--- src/verilog/eprgm_pkg.sv ---
// Package: constants and types for the memory programmer controller
package eprgm_pkg;
    localparam int ADDR_W   = 16;
    localparam int DATA_W   = 8;
    localparam int CLK_NS   = 100;
    // Program pulse width, 1 ms nominal, in microseconds
    localparam int PULSE_US = 1000;
    localparam int PULSE_CYC = (PULSE_US * 1000) / CLK_NS;
    // Setup and hold times, 2 us least
    localparam int SETUP_NS  = 2000;
    localparam int SETUP_CYC = (SETUP_NS + CLK_NS - 1) / CLK_NS;
    // Verify data delay, 450 ns longest at the memory, wait it out
    localparam int VDD_NS    = 450;
    localparam int VDD_CYC   = (VDD_NS + CLK_NS - 1) / CLK_NS;
    // Float delay after strobe release, 150 ns
    localparam int FLOAT_NS  = 150;
    localparam int FLOAT_CYC = (FLOAT_NS + CLK_NS - 1) / CLK_NS;
    localparam int MAX_TRIES = 25;
    localparam logic [7:0] TRY_W = 8'h19;

    typedef enum logic [1:0] {
        EPRGM_OP_READ = 2'b00,
        EPRGM_OP_PROG = 2'b01,
        EPRGM_OP_ID   = 2'b10
    } eprgm_op_t;

    // Request from user side
    typedef struct packed {
        eprgm_op_t         op;
        logic [ADDR_W-1:0] addr;
        logic [DATA_W-1:0] data;
    } eprgm_req_t;

    // Answer to user side
    typedef struct packed {
        logic              ok;
        logic              parityOk;
        logic [DATA_W-1:0] data;
    } eprgm_rsp_t;

    // Pins toward the memory
    typedef struct packed {
        logic [ADDR_W-1:0] addr;
        logic              chipSelectProgramStrobe_n;
        logic              outGate_n;
        logic              vppOn;
        logic              idModeTriggerHv;
        logic [DATA_W-1:0] dataOut;
        logic              dataOe;
    } eprgm_pins_t;
endpackage

--- src/verilog/eprgm_ctrl.sv ---
// Programmer controller driving the memory pins: read, program, verify, id
`timescale 1ns/1ps
// Notes on behaviour
// - Chip-select strobe is the primary per-device selection signal.
// - Output gate follows the read strobe, common to all devices.
// - Only the chip-select/program strobe differs between parallel devices.
// - Programmed locations are read back to confirm every bit.
// - Verify holds output gate and strobe low; memory drives stored byte.
// - Verify data is sampled only after the verify data delay.
// - Identifier mode needs the trigger line at elevated voltage.
// - Other address lines stay low during identifier readout.
// - Short program pulses, repeated only until the data verifies.
module eprgm_ctrl #(
    parameter int PULSE_CYCLES = eprgm_pkg::PULSE_CYC,  // Program pulse length
    parameter int MAX_PULSES   = eprgm_pkg::MAX_TRIES   // Pulse limit per byte
) (
    input  wire logic                 ref_clk,   // 10 MHz clock
    input  wire logic                 reset_n,   // Async reset, active low
    input  wire logic                 reqValid,  // Request strobe, one cycle
    input  wire eprgm_pkg::eprgm_req_t req,      // Request fields
    output logic                      busy,      // Operation in progress
    output logic                      rspValid,  // Answer pulse
    output eprgm_pkg::eprgm_rsp_t     rsp,       // Answer fields
    output eprgm_pkg::eprgm_pins_t    pins,      // Pins toward memory
    input  wire logic [7:0]           memData    // Memory data pins, input side
);
    import eprgm_pkg::*;

    typedef enum logic [2:0] {
        EPRGM_IDLE   = 3'b000,
        EPRGM_SETUP  = 3'b001,
        EPRGM_PULSE  = 3'b010,
        EPRGM_RECOV  = 3'b011,
        EPRGM_VERIFY = 3'b100,
        EPRGM_SAMPLE = 3'b101,
        EPRGM_FLOAT  = 3'b110
    } eprgm_state_t;

    function automatic logic oddParity(input logic [7:0] b);
        oddParity = ^b;
    endfunction

    eprgm_state_t state;
    eprgm_req_t   cur;
    logic [31:0]  count;
    logic [7:0]   tries;
    logic [7:0]   dataSync;
    logic [7:0]   rdByte;

    eprgm_sync #(.WIDTH(8)) u_sync (
        .ref_clk (ref_clk),
        .reset_n (reset_n),
        .din     (memData),
        .dout    (dataSync)
    );

    // Settle time covers three synchroniser stages plus its output flop after the verify delay
    localparam int SAMPLE_CYC = VDD_CYC + 4;

    wire countDone = (count == 32'h0000_0000);
    wire isProg    = (cur.op == EPRGM_OP_PROG);
    wire isId      = (cur.op == EPRGM_OP_ID);
    wire match     = (rdByte == cur.data);
    wire lastTry   = (tries >= MAX_PULSES[7:0]);
    // Id readout: only select line carried, others low
    wire [15:0] idAddr = {15'h0000, req.addr[0]};

    // ------------------------------------------------------------------------
    // Sequencer, busy registered together with the state
    // ------------------------------------------------------------------------

    always_ff @(posedge ref_clk or negedge reset_n) begin
        if (!reset_n) begin
            state    <= EPRGM_IDLE;
            cur      <= '0;
            count    <= 32'h0000_0000;
            tries    <= 8'h00;
            rdByte   <= 8'h00;
            rspValid <= 1'b0;
            rsp      <= '0;
            busy     <= 1'b0;
            pins.addr <= 16'h0000;
            pins.chipSelectProgramStrobe_n <= 1'b1;
            pins.outGate_n       <= 1'b1;
            pins.vppOn           <= 1'b0;
            pins.idModeTriggerHv <= 1'b0;
            pins.dataOut         <= 8'h00;
            pins.dataOe          <= 1'b0;
        end else begin
            rspValid <= 1'b0;
            if (!countDone) begin
                count <= count - 32'h0000_0001;
            end
            case (state)
                EPRGM_IDLE: begin
                    if (reqValid) begin
                        cur   <= req;
                        busy  <= 1'b1;
                        tries <= 8'h00;
                        pins.addr <= (req.op == EPRGM_OP_ID) ? idAddr : req.addr;
                        pins.idModeTriggerHv <= (req.op == EPRGM_OP_ID);
                        if (req.op == EPRGM_OP_PROG) begin
                            // Strobe stays high while supply rises: inhibit
                            pins.vppOn   <= 1'b1;
                            pins.dataOut <= req.data;
                            pins.dataOe  <= 1'b1;
                            state <= EPRGM_SETUP;
                        end else begin
                            state <= EPRGM_VERIFY;
                        end
                        count <= SETUP_CYC;
                    end
                end
                EPRGM_SETUP: begin
                    if (countDone) begin
                        pins.chipSelectProgramStrobe_n <= 1'b0;
                        count <= PULSE_CYCLES;
                        tries <= tries + 8'h01;
                        state <= EPRGM_PULSE;
                    end
                end
                EPRGM_PULSE: begin
                    if (countDone) begin
                        pins.chipSelectProgramStrobe_n <= 1'b1;
                        count <= SETUP_CYC;
                        state <= EPRGM_RECOV;
                    end
                end
                EPRGM_RECOV: begin
                    if (countDone) begin
                        pins.dataOe <= 1'b0;
                        pins.vppOn  <= 1'b0;
                        count <= SETUP_CYC;
                        state <= EPRGM_VERIFY;
                    end
                end
                EPRGM_VERIFY: begin
                    if (countDone) begin
                        pins.outGate_n                 <= 1'b0;
                        pins.chipSelectProgramStrobe_n <= 1'b0;
                        count <= SAMPLE_CYC;
                        state <= EPRGM_SAMPLE;
                    end
                end
                EPRGM_SAMPLE: begin
                    if (countDone) begin
                        rdByte <= dataSync;
                        pins.outGate_n                 <= 1'b1;
                        pins.chipSelectProgramStrobe_n <= 1'b1;
                        count <= FLOAT_CYC;
                        state <= EPRGM_FLOAT;
                    end
                end
                EPRGM_FLOAT: begin
                    if (countDone) begin
                        if (isProg && !match && !lastTry) begin
                            pins.vppOn   <= 1'b1;
                            pins.dataOut <= cur.data;
                            pins.dataOe  <= 1'b1;
                            count <= SETUP_CYC;
                            state <= EPRGM_SETUP;
                        end else begin
                            rspValid      <= 1'b1;
                            busy          <= 1'b0;
                            rsp.data      <= rdByte;
                            rsp.ok        <= isProg ? match : 1'b1;
                            rsp.parityOk  <= isId ? oddParity(rdByte) : 1'b1;
                            pins.idModeTriggerHv <= 1'b0;
                            pins.addr <= 16'h0000;
                            state <= EPRGM_IDLE;
                        end
                    end
                end
                default: begin
                    state <= EPRGM_IDLE;
                    busy  <= 1'b0;
                end
            endcase
        end
    end
endmodule

--- src/verilog/eprgm_sync.sv ---
// Three-stage input synchroniser with agreement of last two stages
`timescale 1ns/1ps
module eprgm_sync #(
    parameter int WIDTH = 8
) (
    input  wire logic             ref_clk,  // Clock
    input  wire logic             reset_n,  // Async reset
    input  wire logic [WIDTH-1:0] din,      // Asynchronous input
    output logic      [WIDTH-1:0] dout      // Settled value
);
    logic [WIDTH-1:0] stage1;
    logic [WIDTH-1:0] stage2;
    logic [WIDTH-1:0] stage3;
    wire  [WIDTH-1:0] agree = ~(stage2 ^ stage3);

    always_ff @(posedge ref_clk or negedge reset_n) begin
        if (!reset_n) begin
            stage1 <= '0;
            stage2 <= '0;
            stage3 <= '0;
            dout   <= '0;
        end else begin
            stage1 <= din;
            stage2 <= stage1;
            stage3 <= stage2;
            dout   <= (stage3 & agree) | (dout & ~agree);
        end
    end
endmodule
--- config.mk ---
export PLATFORM = sky130hd
export DESIGN_NAME = eprgm_ctrl
export DESIGN_NICKNAME = d
export VERILOG_FILES = /design/src/verilog/eprgm_pkg.sv /design/src/verilog/eprgm_ctrl.sv /design/src/verilog/eprgm_sync.sv
export SDC_FILE = /design/constraint.sdc
export NUM_CORES = 1
export LEC_CHECK = 0
export BUFFER_PORTS_ARGS = -buffer_cell sky130_fd_sc_hd__buf_2
export CAP_MARGIN = 25
export CORE_UTILIZATION = 42
export CTS_BUF_LIST = sky130_fd_sc_hd__clkbuf_8
export DETAILED_ROUTE_END_ITERATION = 8
export SYNTH_ARGS = -nofsm -noshare
export SYNTH_HDL_FRONTEND = slang
export SYNTH_HIERARCHICAL = 1
export SYNTH_SLANG_ARGS = --single-unit
--- constraint.sdc ---
create_clock -name ref_clk -period 3.3 [get_ports ref_clk]
set_clock_uncertainty 0.2 [all_clocks]
set_input_delay 0.33 -clock ref_clk [delete_from_list [all_inputs] [get_ports ref_clk]]
set_output_delay 0.33 -clock ref_clk [all_outputs]
set_load 0.05 [all_outputs]
==> key figures <==
Outcome
  – Status: complete, no violations

Timing
  – Final Max Tran Viols: 0
  – Post-layout min period: 3050 ps
  – Crit share post-route: around 92%
  – Setup TNS Final: 0 ps
  – Final Hold Fails: 0
  – WHS: roughly 150 ps
  – Max Freq: ~330 MHz
  – RSZ-0062 raised after global routing: no
  – Worst-Margin Slew: 703 ps
  – Rel. slew slack: 53.0%
  – Final setup fails: 0

Synth
  – Post-synthesis cell type count: 52
  – Async SR Flop Fraction: between 90% and 100%
  – Syn_area_per_cell: between 10 and 15 sq um
  – Mapped Nets: between 500 and 600
  – Simple-gate share of the synthesized area: around 17%
  – Yosys top cell by area: dfrtp_1
  – Fraction of synthesized area in multiplexers: 5.99%
  – Synth Register Bits: 133
  – Dominant cell by count in the synthesized netlist: dfrtp_1
  – Post-synthesis cell area: around 5900 sq um
  – Synth Area in XOR/XNOR: ~6.7%
  – Synth top cells by count: dfrtp_1, nand2_1, nor2_1
  – Top_reg_cell synth: dfrtp_1
  – Number of flops mapped to enable cells by yosys: 0
  – Post-synthesis compound-gate area fraction: under 10%
  – Synth Area in Adders: around 3.0%
  – Yosys Warn Count: 6
  – Largest family of logic cells by synthesized area: simple AND/OR/NAND/NOR gates
  – Post-synth top area share: 55.6%
  – Gate Count Post-Synth: 528
  – Top cells by area, synth: dfrtp_1, mux2_2, xnor2_1
  – Post-synthesis sequential area ratio: between 50% and 60%

Cells and area
  – Non-Filler Instances: 848
  – Fraction of final layout cells with drive strength greater than 1: a little over a quarter
  – Fill count: approximately 1200
  – Layout net count: 703
  – Antenna cells: 0
  – Synth-to-layout area growth: 24.7%

Global routing
  – Vias in the first global route: around 4500
  – Largest net degree at the start of global routing: 90
  – First-pass GRT wire length: between 20000 and 25000 um
  – Total grt overflow: 0
  – All-layer global routing usage: around a fifth
  – Initial antenna violation count: 0

Critical path
  – CP arrival: around 3200 ps
  – Crit start category: flop
  – Critical Path RT: between 3000 and 4000 ps
  – CP Capture Type: flop
  – Crit path kind: flop to flop
  – CP Max Fanout: 5

Floorplan
  – Starting Density: a little over two fifths
  – Ports: just under 80
  – Die area: 14500 sq um
  – Die H: 120 um
  – Std-Cell Rows: 42
  – Core Box Area: about 13000 sq um
  – DIE WIDTH: between 100 and 150 um

Pwr
  – Max VDD drop: 550 uV
  – Pleak: roughly 3.5 nW
  – Pwr dens: between 800 and 900 nW/um^2

Placed design
  – # port buffers: between 70 and 80
  – Post-detail-place hpwl: 8940 um
  – Placer Congestion: roughly 0.84
  – DP Cell Count: 780

Detailed routing
  – Drt total wl: roughly 13000 um
  – Starting DRT DRC Count: approximately 180
  – WL met2: between 6000 and 7000 um
  – DRT antenna net count: 0
  – DR WL/cell: between 15 and 20 um
  – Drt pass-1 iters: 4
  – Top layer in use: met4
  – # DRC: 0
  – Vias/cell: between 5 and 6
  – Met3 WL post-DR: 515 um
  – Met1 WL: around 5900 um
  – Via Count: around 4400

CTS
  – Post-CTS setup buffer count: 0
  – Resized Gates After CTS: 0
  – Clock Path Buffers: 2
  – CTS Hold Bufs: 36
  – Skew-Pair Late Insertion Delay: around 450 ps
  – CTS tree: built
  – Number of H-tree levels: 4
  – CTS clock-pin slew for the worst setup and hold paths: approximately 90 ps
  – Root buffer cell: clkbuf_8
  – Clock Sinks: roughly 130
  – Clock buffer count from CTS: 17

Min path
  – Hold Path Class: flop to flop

Run
  – Max cap viols: 0
## metrics by stage
| stage | util [%] | total power, W | cell area [sq um] | worst slack (ps) |
|---|---|---|---|---|
| final | 54.6 | 0.00612 | 7350 | 253 |
| after global routing | 54.6 | 0.00650 | 7350 | 58.1 |
| after CTS | 54.6 | 0.00616 | 7350 | 239 |
| after detailed placement | 48.9 | 0.00474 | 6580 | 263 |
| after global placement | 48.9 | 0.00468 | 6580 | 300 |
| after floorplan | - | 0.00409 | 5890 | 461 |
## cell families (layout without fill, tap and decap cells)
logic type,Yosys count,after routing
AND/OR/NAND/NOR,207,207
flip-flops,133,133
AO/OA/AOI/OAI,68,68
XOR/XNOR,45,45
multiplexers,30,30
buffers and inverters,30,174
adder cells (fa/ha/maj),15,15
## state kept, by name, indices dropped and copies added, names as in the netlist, 3 cells and up, named ones only
name	count
u_sync/stage1	8
pins	28
u_sync/stage2	8
cur	10
rdByte	8
rsp	10
state	3
count	32
tries	8
u_sync/stage3	8
## worst max-delay path, cell delays in order (launching register included)
cell      delay [ps]
dfrtp_1          430
or4_4            580
or4_1            540
nor3_1           300
nand2_1          180
ha_1             330
a21oi_1           50
a221oi_1         190
o21ai_0          110
## report_power, final
part	switching, W	internal, W
clock	0.000720	0.000651
sequential	0.000403	0.00208
combinational	0.00142	0.000847
## final timing paths
kind,start,endpoint,slack [ps],depth (start not counted)
hold / removal,u_sync/stage1[1]$_DFF_PN0_,u_sync/stage2[1]$_DFF_PN0_,150,0
max in group asynchronous,reset_n,pins[12]$_DFFE_PN1P_,1890,3
min in group asynchronous,reset_n,count[21]$_DFF_PN0_,180,2
setup reg to reg,count[24]$_DFF_PN0_,count[0]$_DFF_PN0_,250,8
setup / recovery,count[24]$_DFF_PN0_,count[0]$_DFF_PN0_,250,8
hold reg to reg,u_sync/stage1[1]$_DFF_PN0_,u_sync/stage2[1]$_DFF_PN0_,150,0
## layout make-up
cell class / count / area, sq um / area share (%)
clock buffers: 18 / 248 / 3.37
clock inverters: 14 / 154 / 2.10
inverters: 10 / 37.5 / 0.511
multi-input cells: 365 / 2440 / 33.2
flip-flops and latches: 133 / 3330 / 45.3
well taps: 176 / 220 / 3.00
repair buffers: 132 / 920 / 12.5
## cells in the final DEF (no fill, tap or decap), drive strengths merged, types with 7 or more instances in the layout
master / synthesis / layout
maj3: 8 / 8
or3: 8 / 8
buf: 7 / 96
nand3: 14 / 14
dfrtp: 131 / 131
xor2: 15 / 15
inv: 10 / 19
ha: 7 / 7
o21ai: 13 / 13
a21oi: 14 / 14
nor3: 21 / 21
and3: 7 / 7
clkbuf: 13 / 18
nor4: 18 / 18
nor2: 48 / 48
xnor2: 30 / 30
mux2: 30 / 30
dlygate4sd3: 0 / 36
a22o: 15 / 15
nand2: 67 / 67
## routing by layer
layer,vias up,GRT usage (%)
met5,-,0
met4,0,9.65
met3,18,4.62
met2,102,31.8
met1,2144,23.9
li1,2110,-
No activity file was read; power rests on OpenSTA's default activity.
